## src/pkg/inverter_pwm_pkg.sv

```systemverilog
// Constants shared by the inverter PWM timer core and its dead-time timers
// Contract
// Carrier counter is 10-bit up/down, steps on count clock, starts upward from zero.
// Reaching zero while counting down raises underflow, underflow request, and turns upward.
// Underflow request is thinned by the divide field to one per N underflows.
// Count clock is system clock divided by 1, 2, 4, 8, 16 or 32.
// Reset or clearing counter enable forces the carrier counter to zero.
// Each phase duty compare match toggles that phase flip-flop.
// Each issued underflow request copies all six buffers into their compares.
// Duty and event compare writes take effect only while the counter is stopped.
// Period compare is written only when stopped; while running only from its buffer.
// Reset or clearing counter enable zeroes duty and event compares.
// Counter equal to period or zero reverses direction at next count clock.
// Reset sets the period compare to 0ff.
// Software never programs a period of zero.
// Each event compare match against the counter raises its own request.
// All six buffers are readable and writable whether stopped or running.
// Reset sets period buffer to 0ff and the other five buffers to zero.
// Buffers take word and byte writes; a low-byte alias serves narrow access.
// One 8-bit dead-time value feeds three timers, each loading it independently.
// Dead-time writes while running are ignored; accepted only when stopped.
// Reset sets the dead-time reload value to ff.
// A dead-time value of zero still gives one system clock of dead time.
// Six outputs in phase pairs, selectable active level, shut-off from external pin.
// Dead-time timer reloads on match, counts down, underflows 00 to ff, holds ff.
// Divide field value k issues the underflow request every k+1 underflows.
// Enable low clears and stops counters and divider; outputs go high impedance.
// Transfer divider counts underflows; reset, issued request or enable low set it to 7.
// Each output's active edge is delayed by the dead time so pairs never overlap.
package inverter_pwm_pkg;
	// Widths
	localparam int CNT_W = 10;
	localparam int DT_W  = 8;
	// Register byte addresses
	localparam logic [7:0] ADDR_CTRL     = 8'h00;
	localparam logic [7:0] ADDR_MODE     = 8'h04;
	localparam logic [7:0] ADDR_STAT     = 8'h08;
	localparam logic [7:0] ADDR_CMP_BASE = 8'h10;
	localparam logic [7:0] ADDR_BUF_BASE = 8'h30;
	localparam logic [7:0] ADDR_DTIME    = 8'h48;
	localparam logic [7:0] ADDR_LOW_BASE = 8'h60;
	// Field positions
	localparam int CTRL_ENABLE_BIT = 7;
	localparam int CTRL_CLK_LSB    = 3;
	localparam int CTRL_DIV_LSB    = 0;
	localparam int MODE_STATUS_BIT = 4;
	localparam int MODE_ALV_BIT    = 3;
	localparam int MODE_SHUT_BIT   = 0;
	localparam int STAT_UP_BIT     = 10;
	localparam int PERIOD_IDX      = 3;
	// Reset values
	localparam logic [9:0] CMP_RST    = 10'h000;
	localparam logic [9:0] PERIOD_RST = 10'h0ff;
	localparam logic [7:0] DTIME_RST  = 8'hff;
	localparam logic [2:0] DIV_RST    = 3'h7;
	localparam logic [7:0] DT_IDLE    = 8'hff;
	// Bus responses
	localparam logic [1:0] RESP_OKAY   = 2'h0;
	localparam logic [1:0] RESP_SLVERR = 2'h2;
endpackage

```

## src/pkg/dead_time_if.sv

```systemverilog
// Link between the core and one dead-time timer
`timescale 1ns/1ns
`default_nettype none
interface dead_time_if;
	logic [7:0] reload;
	logic       load;
	logic       run;
	logic       idle;
	modport core  (output reload, output load, output run, input idle);
	modport timer (input reload, input load, input run, output idle);
endinterface
`default_nettype wire

```

## src/hw/dead_time_timer.sv

```systemverilog
// One 8-bit dead-time down counter
`timescale 1ns/1ns
`default_nettype none
module dead_time_timer (
	// Clock and reset
	input wire logic     aclk,
	input wire logic     aresetn,
	// Core link
	dead_time_if.timer   link
);
	logic [7:0] count;
	logic       busy;

	// Reload on match, count down each clock, stop after 00 to ff wrap
	always_ff @(posedge aclk) begin
		if (!aresetn || !link.run) begin
			count <= inverter_pwm_pkg::DT_IDLE;
			busy  <= 1'b0;
		end else if (link.load) begin
			count <= link.reload;
			busy  <= 1'b1;
		end else if (busy) begin
			count <= count - 8'h01;
			if (count == 8'h00) begin
				busy <= 1'b0;
			end
		end
	end

	// Idle except from a reload until the wrap has happened
	assign link.idle = !busy;

	AST_DT_WRAP: assert property (@(posedge aclk) disable iff (!aresetn)
		busy && count == 8'h00 && !link.load && link.run |=> !busy && count == 8'hff)
		else $error("dead-time timer did not stop at ff after wrap");
endmodule
`default_nettype wire

```

## src/hw/inverter_pwm_timer_core.sv

```systemverilog
// Three-phase inverter PWM timer core with AXI4-Lite register access
`timescale 1ns/1ns
`default_nettype none
module inverter_pwm_timer_core (
	// Clock and reset
	input wire logic         aclk,
	input wire logic         aresetn,
	// AXI4-Lite write channels
	input wire logic [7:0]   s_axi_awaddr,
	input wire logic         s_axi_awvalid,
	output logic             s_axi_awready,
	input wire logic [31:0]  s_axi_wdata,
	input wire logic [3:0]   s_axi_wstrb,
	input wire logic         s_axi_wvalid,
	output logic             s_axi_wready,
	output logic [1:0]       s_axi_bresp,
	output logic             s_axi_bvalid,
	input wire logic         s_axi_bready,
	// AXI4-Lite read channels
	input wire logic [7:0]   s_axi_araddr,
	input wire logic         s_axi_arvalid,
	output logic             s_axi_arready,
	output logic [31:0]      s_axi_rdata,
	output logic [1:0]       s_axi_rresp,
	output logic             s_axi_rvalid,
	input wire logic         s_axi_rready,
	// Shut-off input
	input wire logic         external_shutoff_pin,
	// Phase outputs, even positive, odd negative
	output logic [5:0]       phase_out,
	output logic [5:0]       phase_oe,
	// Event requests
	output logic             underflow_irq,
	output logic             event_irq_a,
	output logic             event_irq_b
);
	// Control and mode
	logic        counter_enable;
	logic [2:0]  clk_sel;
	logic [2:0]  irq_div;
	logic        active_high;
	logic        shutoff_arm;
	logic        out_status;
	logic        enable_q;
	logic        shutoff_q;
	// Compare, buffer and dead-time storage
	logic [9:0]  cmp [0:5];
	logic [9:0]  cmp_buf [0:5];
	logic [7:0]  dead_time_reload;
	// Counting state
	logic [9:0]  carrier_counter;
	logic        count_up;
	logic [9:0]  next_cnt;
	logic        next_up;
	logic [4:0]  prescale;
	logic [4:0]  pre_mask;
	logic        tick;
	logic        underflow;
	logic        issue;
	logic [2:0]  transfer_divider_counter;
	logic        enable_fall;
	logic [2:0]  phase_ff;
	logic [2:0]  match;
	// Bus state
	logic [7:0]  aw_addr_q;
	logic        aw_held;
	logic [31:0] w_data_q;
	logic [3:0]  w_strb_q;
	logic        w_held;
	logic        wr_go;
	logic        wr_hit;
	logic [5:0]  wr_cmp;
	logic [5:0]  wr_buf;
	logic [5:0]  wr_low;
	logic [31:0] rd_data;
	logic        rd_hit;

	assign wr_go       = aw_held && w_held && !s_axi_bvalid;
	assign enable_fall = enable_q && !counter_enable;

	// Write decode of the held address
	always_comb begin
		wr_hit = (aw_addr_q == inverter_pwm_pkg::ADDR_CTRL)
			|| (aw_addr_q == inverter_pwm_pkg::ADDR_MODE)
			|| (aw_addr_q == inverter_pwm_pkg::ADDR_STAT)
			|| (aw_addr_q == inverter_pwm_pkg::ADDR_DTIME);
		for (int i = 0; i < 6; i++) begin
			wr_cmp[i] = wr_go && aw_addr_q == inverter_pwm_pkg::ADDR_CMP_BASE + 8'(4 * i);
			wr_buf[i] = wr_go && aw_addr_q == inverter_pwm_pkg::ADDR_BUF_BASE + 8'(4 * i);
			wr_low[i] = wr_go && aw_addr_q == inverter_pwm_pkg::ADDR_LOW_BASE + 8'(4 * i);
			wr_hit = wr_hit || aw_addr_q == inverter_pwm_pkg::ADDR_CMP_BASE + 8'(4 * i)
				|| aw_addr_q == inverter_pwm_pkg::ADDR_BUF_BASE + 8'(4 * i)
				|| aw_addr_q == inverter_pwm_pkg::ADDR_LOW_BASE + 8'(4 * i);
		end
	end

	// Read mux, unmapped reads give zero with an error response
	always_comb begin
		rd_data = 32'h0000_0000;
		rd_hit  = 1'b1;
		if (s_axi_araddr == inverter_pwm_pkg::ADDR_CTRL) begin
			rd_data[inverter_pwm_pkg::CTRL_ENABLE_BIT] = counter_enable;
			rd_data[inverter_pwm_pkg::CTRL_CLK_LSB +: 3] = clk_sel;
			rd_data[inverter_pwm_pkg::CTRL_DIV_LSB +: 3] = irq_div;
		end else if (s_axi_araddr == inverter_pwm_pkg::ADDR_MODE) begin
			rd_data[inverter_pwm_pkg::MODE_STATUS_BIT] = out_status;
			rd_data[inverter_pwm_pkg::MODE_ALV_BIT] = active_high;
			rd_data[inverter_pwm_pkg::MODE_SHUT_BIT] = shutoff_arm;
		end else if (s_axi_araddr == inverter_pwm_pkg::ADDR_STAT) begin
			rd_data[9:0] = carrier_counter;
			rd_data[inverter_pwm_pkg::STAT_UP_BIT] = count_up;
		end else if (s_axi_araddr == inverter_pwm_pkg::ADDR_DTIME) begin
			rd_data[7:0] = dead_time_reload;
		end else begin
			rd_hit = 1'b0;
		end
		for (int i = 0; i < 6; i++) begin
			if (s_axi_araddr == inverter_pwm_pkg::ADDR_CMP_BASE + 8'(4 * i)) begin
				rd_data[9:0] = cmp[i];
				rd_hit = 1'b1;
			end
			if (s_axi_araddr == inverter_pwm_pkg::ADDR_BUF_BASE + 8'(4 * i)) begin
				rd_data[9:0] = cmp_buf[i];
				rd_hit = 1'b1;
			end
			if (s_axi_araddr == inverter_pwm_pkg::ADDR_LOW_BASE + 8'(4 * i)) begin
				rd_data[7:0] = cmp_buf[i][7:0];
				rd_hit = 1'b1;
			end
		end
	end

	// Write address and data are taken independently, in either order
	always_ff @(posedge aclk) begin
		if (!aresetn) begin
			s_axi_awready <= 1'b0;
			s_axi_wready  <= 1'b0;
			aw_held       <= 1'b0;
			w_held        <= 1'b0;
			aw_addr_q     <= 8'h00;
			w_data_q      <= 32'h0000_0000;
			w_strb_q      <= 4'h0;
		end else begin
			s_axi_awready <= s_axi_awvalid && !aw_held && !s_axi_awready;
			s_axi_wready  <= s_axi_wvalid && !w_held && !s_axi_wready;
			if (s_axi_awvalid && s_axi_awready) begin
				aw_held   <= 1'b1;
				aw_addr_q <= s_axi_awaddr;
			end else if (wr_go) begin
				aw_held <= 1'b0;
			end
			if (s_axi_wvalid && s_axi_wready) begin
				w_held   <= 1'b1;
				w_data_q <= s_axi_wdata;
				w_strb_q <= s_axi_wstrb;
			end else if (wr_go) begin
				w_held <= 1'b0;
			end
		end
	end

	// Write response once both halves are in
	always_ff @(posedge aclk) begin
		if (!aresetn) begin
			s_axi_bvalid <= 1'b0;
			s_axi_bresp  <= inverter_pwm_pkg::RESP_OKAY;
		end else if (wr_go) begin
			s_axi_bvalid <= 1'b1;
			s_axi_bresp  <= wr_hit ? inverter_pwm_pkg::RESP_OKAY : inverter_pwm_pkg::RESP_SLVERR;
		end else if (s_axi_bready) begin
			s_axi_bvalid <= 1'b0;
		end
	end

	// Read channel, one read under way at a time
	always_ff @(posedge aclk) begin
		if (!aresetn) begin
			s_axi_arready <= 1'b0;
			s_axi_rvalid  <= 1'b0;
			s_axi_rdata   <= 32'h0000_0000;
			s_axi_rresp   <= inverter_pwm_pkg::RESP_OKAY;
		end else begin
			s_axi_arready <= s_axi_arvalid && !s_axi_arready && !s_axi_rvalid;
			if (s_axi_arvalid && s_axi_arready) begin
				s_axi_rvalid <= 1'b1;
				s_axi_rdata  <= rd_data;
				s_axi_rresp  <= rd_hit ? inverter_pwm_pkg::RESP_OKAY : inverter_pwm_pkg::RESP_SLVERR;
			end else if (s_axi_rready) begin
				s_axi_rvalid <= 1'b0;
			end
		end
	end

	// Control and mode registers
	always_ff @(posedge aclk) begin
		if (!aresetn) begin
			counter_enable <= 1'b0;
			clk_sel        <= 3'h0;
			irq_div        <= 3'h0;
			active_high    <= 1'b0;
			shutoff_arm    <= 1'b0;
		end else if (wr_go && w_strb_q[0]) begin
			if (aw_addr_q == inverter_pwm_pkg::ADDR_CTRL) begin
				counter_enable <= w_data_q[inverter_pwm_pkg::CTRL_ENABLE_BIT];
				clk_sel        <= w_data_q[inverter_pwm_pkg::CTRL_CLK_LSB +: 3];
				irq_div        <= w_data_q[inverter_pwm_pkg::CTRL_DIV_LSB +: 3];
			end
			if (aw_addr_q == inverter_pwm_pkg::ADDR_MODE) begin
				active_high <= w_data_q[inverter_pwm_pkg::MODE_ALV_BIT];
				shutoff_arm <= w_data_q[inverter_pwm_pkg::MODE_SHUT_BIT];
			end
		end
	end

	// Dead-time reload, locked while counting
	always_ff @(posedge aclk) begin
		if (!aresetn) begin
			dead_time_reload <= inverter_pwm_pkg::DTIME_RST;
		end else if (wr_go && w_strb_q[0] && !counter_enable
			&& aw_addr_q == inverter_pwm_pkg::ADDR_DTIME) begin
			dead_time_reload <= w_data_q[7:0];
		end
	end

	// Output status: set at start, dropped by stop or an armed shut-off edge
	always_ff @(posedge aclk) begin
		if (!aresetn) begin
			out_status <= 1'b0;
			enable_q   <= 1'b0;
			shutoff_q  <= 1'b0;
		end else begin
			enable_q  <= counter_enable;
			shutoff_q <= external_shutoff_pin;
			if (!counter_enable) begin
				out_status <= 1'b0;
			end else if (shutoff_arm && external_shutoff_pin && !shutoff_q) begin
				out_status <= 1'b0;
			end else if (!enable_q) begin
				out_status <= 1'b1;
			end
		end
	end

	// Prescaler gives the count clock as a one-cycle enable
	assign pre_mask = 5'((6'h01 << clk_sel) - 6'h01);
	assign tick     = counter_enable && ((prescale & pre_mask) == pre_mask);

	always_ff @(posedge aclk) begin
		if (!aresetn || !counter_enable) begin
			prescale <= 5'h00;
		end else begin
			prescale <= prescale + 5'h01;
		end
	end

	// Next count and direction; a period of zero is left to software to avoid
	always_comb begin
		next_cnt = carrier_counter;
		next_up  = count_up;
		if (count_up) begin
			if (carrier_counter == cmp[inverter_pwm_pkg::PERIOD_IDX]) begin
				next_cnt = carrier_counter - 10'h001;
				next_up  = 1'b0;
			end else begin
				next_cnt = carrier_counter + 10'h001;
			end
		end else begin
			if (carrier_counter == 10'h000) begin
				next_cnt = carrier_counter + 10'h001;
				next_up  = 1'b1;
			end else begin
				next_cnt = carrier_counter - 10'h001;
			end
		end
	end

	assign underflow = tick && next_cnt == 10'h000 && !next_up;
	assign issue     = underflow && (transfer_divider_counter + 3'h1) == irq_div;

	// Carrier counter
	always_ff @(posedge aclk) begin
		if (!aresetn || !counter_enable) begin
			carrier_counter <= 10'h000;
			count_up        <= 1'b1;
		end else if (tick) begin
			carrier_counter <= next_cnt;
			count_up        <= next_up;
		end
	end

	// Transfer divider thins the underflow request
	always_ff @(posedge aclk) begin
		if (!aresetn || !counter_enable || issue) begin
			transfer_divider_counter <= inverter_pwm_pkg::DIV_RST;
		end else if (underflow) begin
			transfer_divider_counter <= transfer_divider_counter + 3'h1;
		end
	end

	// Event requests, registered one-cycle pulses
	always_ff @(posedge aclk) begin
		if (!aresetn) begin
			underflow_irq <= 1'b0;
			event_irq_a   <= 1'b0;
			event_irq_b   <= 1'b0;
		end else begin
			underflow_irq <= issue;
			event_irq_a   <= tick && next_cnt == cmp[4];
			event_irq_b   <= tick && next_cnt == cmp[5];
		end
	end

	// Per entry: compare and buffer; the period entry differs in reset and stop
	for (genvar i = 0; i < 6; i++) begin : g_entry
		localparam logic [9:0] RST_VAL = (i == inverter_pwm_pkg::PERIOD_IDX)
			? inverter_pwm_pkg::PERIOD_RST : inverter_pwm_pkg::CMP_RST;

		// Compare: transfer on issue, software write only while stopped
		always_ff @(posedge aclk) begin
			if (!aresetn) begin
				cmp[i] <= RST_VAL;
			end else if (enable_fall && i != inverter_pwm_pkg::PERIOD_IDX) begin
				cmp[i] <= inverter_pwm_pkg::CMP_RST;
			end else if (issue) begin
				cmp[i] <= cmp_buf[i];
			end else if (wr_cmp[i] && !counter_enable) begin
				if (w_strb_q[0]) begin
					cmp[i][7:0] <= w_data_q[7:0];
				end
				if (w_strb_q[1]) begin
					cmp[i][9:8] <= w_data_q[9:8];
				end
			end
		end

		// Buffer: always writable, by byte lane or through the low-byte alias
		always_ff @(posedge aclk) begin
			if (!aresetn) begin
				cmp_buf[i] <= RST_VAL;
			end else if ((wr_buf[i] || wr_low[i]) && w_strb_q[0]) begin
				cmp_buf[i][7:0] <= w_data_q[7:0];
				if (wr_buf[i] && w_strb_q[1]) begin
					cmp_buf[i][9:8] <= w_data_q[9:8];
				end
			end else if (wr_buf[i] && w_strb_q[1]) begin
				cmp_buf[i][9:8] <= w_data_q[9:8];
			end
		end
	end

	// Per phase: flip-flop, dead-time timer and output pair
	for (genvar p = 0; p < 3; p++) begin : g_phase
		dead_time_if link ();
		logic pos_act;
		logic neg_act;

		assign match[p]    = tick && next_cnt == cmp[p];
		assign link.reload = dead_time_reload;
		assign link.load   = match[p];
		assign link.run    = counter_enable;
		// Both sides wait for the timer, so neither turns on inside the gap
		assign pos_act     = phase_ff[p] && link.idle;
		assign neg_act     = !phase_ff[p] && link.idle;

		dead_time_timer u_timer (
			.aclk    (aclk),
			.aresetn (aresetn),
			.link    (link)
		);

		// Phase flip-flop toggles on every duty match
		always_ff @(posedge aclk) begin
			if (!aresetn || !counter_enable) begin
				phase_ff[p] <= 1'b0;
			end else if (match[p]) begin
				phase_ff[p] <= !phase_ff[p];
			end
		end

		// Output pair with active level and enable
		always_ff @(posedge aclk) begin
			if (!aresetn) begin
				phase_out[2 * p]     <= 1'b0;
				phase_out[2 * p + 1] <= 1'b0;
				phase_oe[2 * p]      <= 1'b0;
				phase_oe[2 * p + 1]  <= 1'b0;
			end else begin
				phase_out[2 * p]     <= active_high ? pos_act : !pos_act;
				phase_out[2 * p + 1] <= active_high ? neg_act : !neg_act;
				phase_oe[2 * p]      <= out_status && counter_enable;
				phase_oe[2 * p + 1]  <= out_status && counter_enable;
			end
		end
	end

	AST_START_UP: assert property (@(posedge aclk) disable iff (!aresetn)
		$rose(counter_enable) |-> carrier_counter == 10'h000 && count_up)
		else $error("counter did not start at zero counting up");

	AST_UNDERFLOW_TURN: assert property (@(posedge aclk) disable iff (!aresetn)
		(underflow |=> carrier_counter == 10'h000 && !count_up)
		and (tick && !count_up && carrier_counter == 10'h000 |=> carrier_counter == 10'h001))
		else $error("counter did not turn upward after underflow");

	AST_DIV_RELOAD: assert property (@(posedge aclk) disable iff (!aresetn)
		issue |=> transfer_divider_counter == 3'h7 && underflow_irq)
		else $error("divider not reloaded to 7 after issued request");

	AST_TRANSFER: assert property (@(posedge aclk) disable iff (!aresetn)
		issue && counter_enable |=> cmp[0] == $past(cmp_buf[0]) && cmp[3] == $past(cmp_buf[3]))
		else $error("buffers not copied on issued underflow request");

	AST_CMP_LOCK: assert property (@(posedge aclk) disable iff (!aresetn)
		counter_enable && !issue |=> $stable(cmp[1]) && $stable(cmp[4]))
		else $error("compare changed while running without transfer");

	AST_PERIOD_LOCK: assert property (@(posedge aclk) disable iff (!aresetn)
		counter_enable && !issue |=> $stable(cmp[3]))
		else $error("period compare changed while running without transfer");

	AST_DTIME_LOCK: assert property (@(posedge aclk) disable iff (!aresetn)
		counter_enable |=> $stable(dead_time_reload))
		else $error("dead-time value changed while running");

	AST_STOP_CLEAR: assert property (@(posedge aclk) disable iff (!aresetn)
		enable_fall |=> cmp[0] == 10'h000 && cmp[5] == 10'h000 && carrier_counter == 10'h000)
		else $error("stop did not clear compares and counter");

	AST_NO_OVERLAP: assert property (@(posedge aclk) disable iff (!aresetn)
		phase_oe[0] && phase_oe[1] && $stable(active_high)
		|-> !(phase_out[0] == active_high && phase_out[1] == active_high))
		else $error("phase pair outputs active together");

	AST_OE_OFF: assert property (@(posedge aclk) disable iff (!aresetn)
		!counter_enable |=> phase_oe == 6'h00)
		else $error("outputs driven while stopped");
endmodule
`default_nettype wire

```

## config.mk

```make
export PLATFORM = sky130hd
export DESIGN_NAME = inverter_pwm_timer_core
export DESIGN_NICKNAME = d
export VERILOG_FILES = /design/src/pkg/inverter_pwm_pkg.sv /design/src/pkg/dead_time_if.sv /design/src/hw/dead_time_timer.sv /design/src/hw/inverter_pwm_timer_core.sv
export SDC_FILE = /design/constraint.sdc
export NUM_CORES = 1
export LEC_CHECK = 0
export ABC_CLOCK_PERIOD_IN_PS = 3600
export BUFFER_PORTS_ARGS = -buffer_cell sky130_fd_sc_hd__buf_2
export CORE_ASPECT_RATIO = 2
export CORE_MARGIN = 2
export CORE_UTILIZATION = 55
export CTS_CLUSTER_SIZE = 20
export DETAILED_ROUTE_END_ITERATION = 8
export PLACE_DENSITY = 0.87
export SLEW_MARGIN = 20
export SYNTH_ARGS = -nofsm -noshare
export SYNTH_HDL_FRONTEND = slang
export SYNTH_SLANG_ARGS = --single-unit
```

## constraint.sdc

```tcl
create_clock -name aclk -period 3.6 [get_ports aclk]
set_input_delay 0.18 -clock aclk [delete_from_list [all_inputs] [get_ports aclk]]
set_output_delay 0.18 -clock aclk [all_outputs]
set_load 0.05 [all_outputs]
```

==> flow_metrics.env <==
export IMPL_outcome="finished, final reports clean"
export IMPL_viasPerCell=6.615
export IMPL_h_tree_depth=1
export IMPL_grt_pass1_wl_um=76580
export IMPL_clk_latency_ns=0.52
export IMPL_critPathCaptureType="flop"
export IMPL_grt_total_usage_pct=35.96
export IMPL_cts_tree="done"
export IMPL_clkTransAtPathRegs_ns=0.07
export IMPL_syn_inst=1628
export IMPL_wl_um=50650
export IMPL_clk_path_buf_depth=3
export IMPL_yosysUniqueCellTypes=79
export IMPL_cp_top_family="compound AO/OA/AOI/OAI gates"
export IMPL_ir_drop_mv=0.4357
export IMPL_min_period_ns=3.533
export IMPL_port_buffers=68
export IMPL_cts_buffers=21
export IMPL_period_share_pct=98.14
export IMPL_slowest_stage="edfxtp_1"
export IMPL_io_pins=116
export IMPL_r2r_cells=10
export IMPL_syn2layout_area_growth_pct=14.13
export IMPL_drc=0
export IMPL_start_kind="flop"
export IMPL_worstHoldPathCells=3
export IMPL_die_w_um=118.7
export IMPL_fmax_ghz=0.2830
export IMPL_drt_pre_antenna_iters=6
export IMPL_antenna_found_initial=0
export IMPL_cp_data_arrival_time_ns=3.80
export IMPL_p_per_area_nw_per_um2=345.3
export IMPL_ctsRootBufferMaster="clkbuf_16"
export IMPL_worstHoldStart="s_axi_awvalid"
export IMPL_grt_max_degree=42
export IMPL_reg2reg_from="cmp[1][19]"
export IMPL_p_total_mw=5.707
export IMPL_nets=1799
export IMPL_place_congestion=1.051
export IMPL_overflow=0
export IMPL_synth_yosys_seq_area_share_pct=41.33
export IMPL_hpwl_um=37030
export IMPL_max_cap_viol_count=0
export IMPL_max_stage_delay_ns=0.54
export IMPL_crit_type="flop to flop"
export IMPL_synth_area_per_cell_um2=8.895
export IMPL_synth_ff_type="edfxtp_1"
export IMPL_slew_viol_final=0
export IMPL_core_area_um2=26070
export IMPL_rrSetupSlack_ns=0.07
export IMPL_clock_skew_ns=0.01269
export IMPL_fp_row_count=84
export IMPL_avgRoutedWirePerCell_um=24.27
export IMPL_r2r_end="cmp[2][5]"
export IMPL_worst_pin_slew_ns=1.053
export IMPL_ys_seq_elements=239
export IMPL_netlist_area_um2=14480
export IMPL_crit_buf_inv=2
export IMPL_route_vias_total=13810
export IMPL_hold_ws_ns=0.02408
export IMPL_initial_core_util_pct=55.56
export IMPL_p_leak_nw=6.271
export IMPL_hold_end="aw_addr_q[7]"
export IMPL_dieArea_um2=27720
export IMPL_utilization_pct=63.41
export IMPL_fillers=2150
export IMPL_cp_cell_sequence="xnor2_1, and4_1, a41o_1, mux2_2, xnor2_2, and3_1, a31oi_4, buf_12, buf_4, a32o_1"
export IMPL_synth_edf_count=120
export IMPL_crit_fanout=10
export IMPL_drive_gt1_share_pct=14.93
export IMPL_worstPathRequired_ns=3.87
export IMPL_drt_iter0_drc=2353
export IMPL_grt_pass1_vias=13230
export IMPL_yosysWarnings=0
export IMPL_die_y_um=233.5
export IMPL_min_path_type="primary input to flop"
export IMPL_synthArstFlopShare_pct=0
export IMPL_slew_headroom_pct=29.65
export IMPL_setup_violations=0
export IMPL_cts_sinks=239
export IMPL_drtAntennaViolNets=0
export IMPL_hold_viol=0
[Yosys cell counts (all sizes together), types with 29 or more instances]
cell	count	share of area (%)
o21ai	56	2.0
a22o	29	1.8
nand2	142	3.7
xnor2	74	4.5
a21oi	84	2.9
inv	36	0.93
nor2	155	4.0
buf	64	2.8
xor2	33	2.0
and2	55	2.4
nor3	64	2.3
nand3	57	2.0
dfxtp	119	16
mux2i	55	3.8
edfxtp	120	25
clkbuf	92	2.4
[how the worst max path moves through the flow]
stage	start	end	slack, ns	depth (start not counted)
2_1_floorplan	carrier_counter[0]	cmp[0][0]	-0.04	15
3_3_place_gp	carrier_counter[2]	cmp[2][3]	0.16	10
3_5_place_dp	carrier_counter[2]	cmp[2][5]	0.14	10
4_1_cts	carrier_counter[2]	cmp[2][5]	0.14	10
5_1_grt	clk_sel[0]	cmp[2][5]	-0.008	11
6_report	cmp[1][19]	cmp[2][5]	0.07	10
[per-stage QoR]
stage | TNS, ns | setup WS (ns) | std cells | area, µm²
final | 0 | 0.06693 | 2087 | 16530
after global routing | -0.01108 | -0.008185 | 2086 | 16520
after CTS | 0 | 0.1376 | 2085 | 16510
after detailed placement | 0 | 0.1352 | 2023 | 15570
after global placement | 0 | 0.1612 | 2023 | 15570
after floorplan | -0.6094 | -0.03809 | 1650 | 14580
[final cells by class]
class	count	area (µm²)	share of cell area (%)
clock buffer	25	570.5	3.452
clock inverter	12	115.1	0.6965
timing repair buffer	211	1526	9.236
sequential	239	5987	36.23
antenna	1	2.502	0.01514
tap	344	430.4	2.604
multi-input combinational	1218	7756	46.93
inverter	37	138.9	0.8403
[metal layers]
layer | track usage, % | routed length (µm) | vias up
met4 | 23.07 | 3910 | 0
met5 | 0 | 0 | -
met2 | 58.71 | 23410 | 1016
li1 | - | - | 6132
met1 | 44.06 | 17570 | 6419
met3 | 5.688 | 5754 | 238
[tightest hold or removal path, stage by stage]
cell and delay (ns):
buf_2 0.16, nand3_1 0.09, a21oi_1 0.05
[cell usage in the layout (no fill, tap or decap), types with 21 or more instances in the layout]
master,count
and2_1,54
xor2_1,33
xnor2_1,73
nand4_1,24
dfxtp_1,118
conb_1,23
nand2_1,142
inv_1,35
dlygate4sd3_1,25
a22o_1,29
buf_4,114
a32o_1,22
buf_2,68
nor3_1,62
or3_1,28
mux2i_1,55
edfxtp_1,120
clkbuf_16,21
a21oi_1,84
nor2_1,155
o21ai_0,55
and3_1,25
nand3_1,54
[registers in the layout (all words and copies together) (netlist names), 5 cells and up]
signal / flops
aw_addr_q: 8
carrier_counter: 10
cmp: 60
cmp_buf: 60
dead_time_reload: 8
g_phase.u_timer.count: 24
phase_out: 6
prescale: 5
s_axi_rdata: 11
w_data_q: 10
[power breakdown]
part / switching [mW] / leakage [nW] / internal (mW)
Sequential: 0.0938 / 2.15 / 2.91
Clock: 1.02 / 0.336 / 1.28
Combinational: 0.280 / 3.79 / 0.128
Total: 1.39 / 6.27 / 4.31
[cells by family (layout without fill, tap and decap cells)]
group	count (synthesis)	count (layout)	share of synthesized area, %
other cells	1	24	0.02590
fa+ha+maj	11	11	0.9504
xor+xnor	107	107	6.523
mux	58	58	4.035
simple gates	658	658	23.37
buf+inv	193	285	6.152
compound gates	361	361	17.61
flops	239	239	41.33
[what timing repair did]
action	CTS	global route
endpoints found under the setup margin	0	44
resized for setup	0	4
endpoints found under the hold margin	25	0
buffers inserted	0	1
hold buffers	25	0
Power figures use the tool's default switching activity.
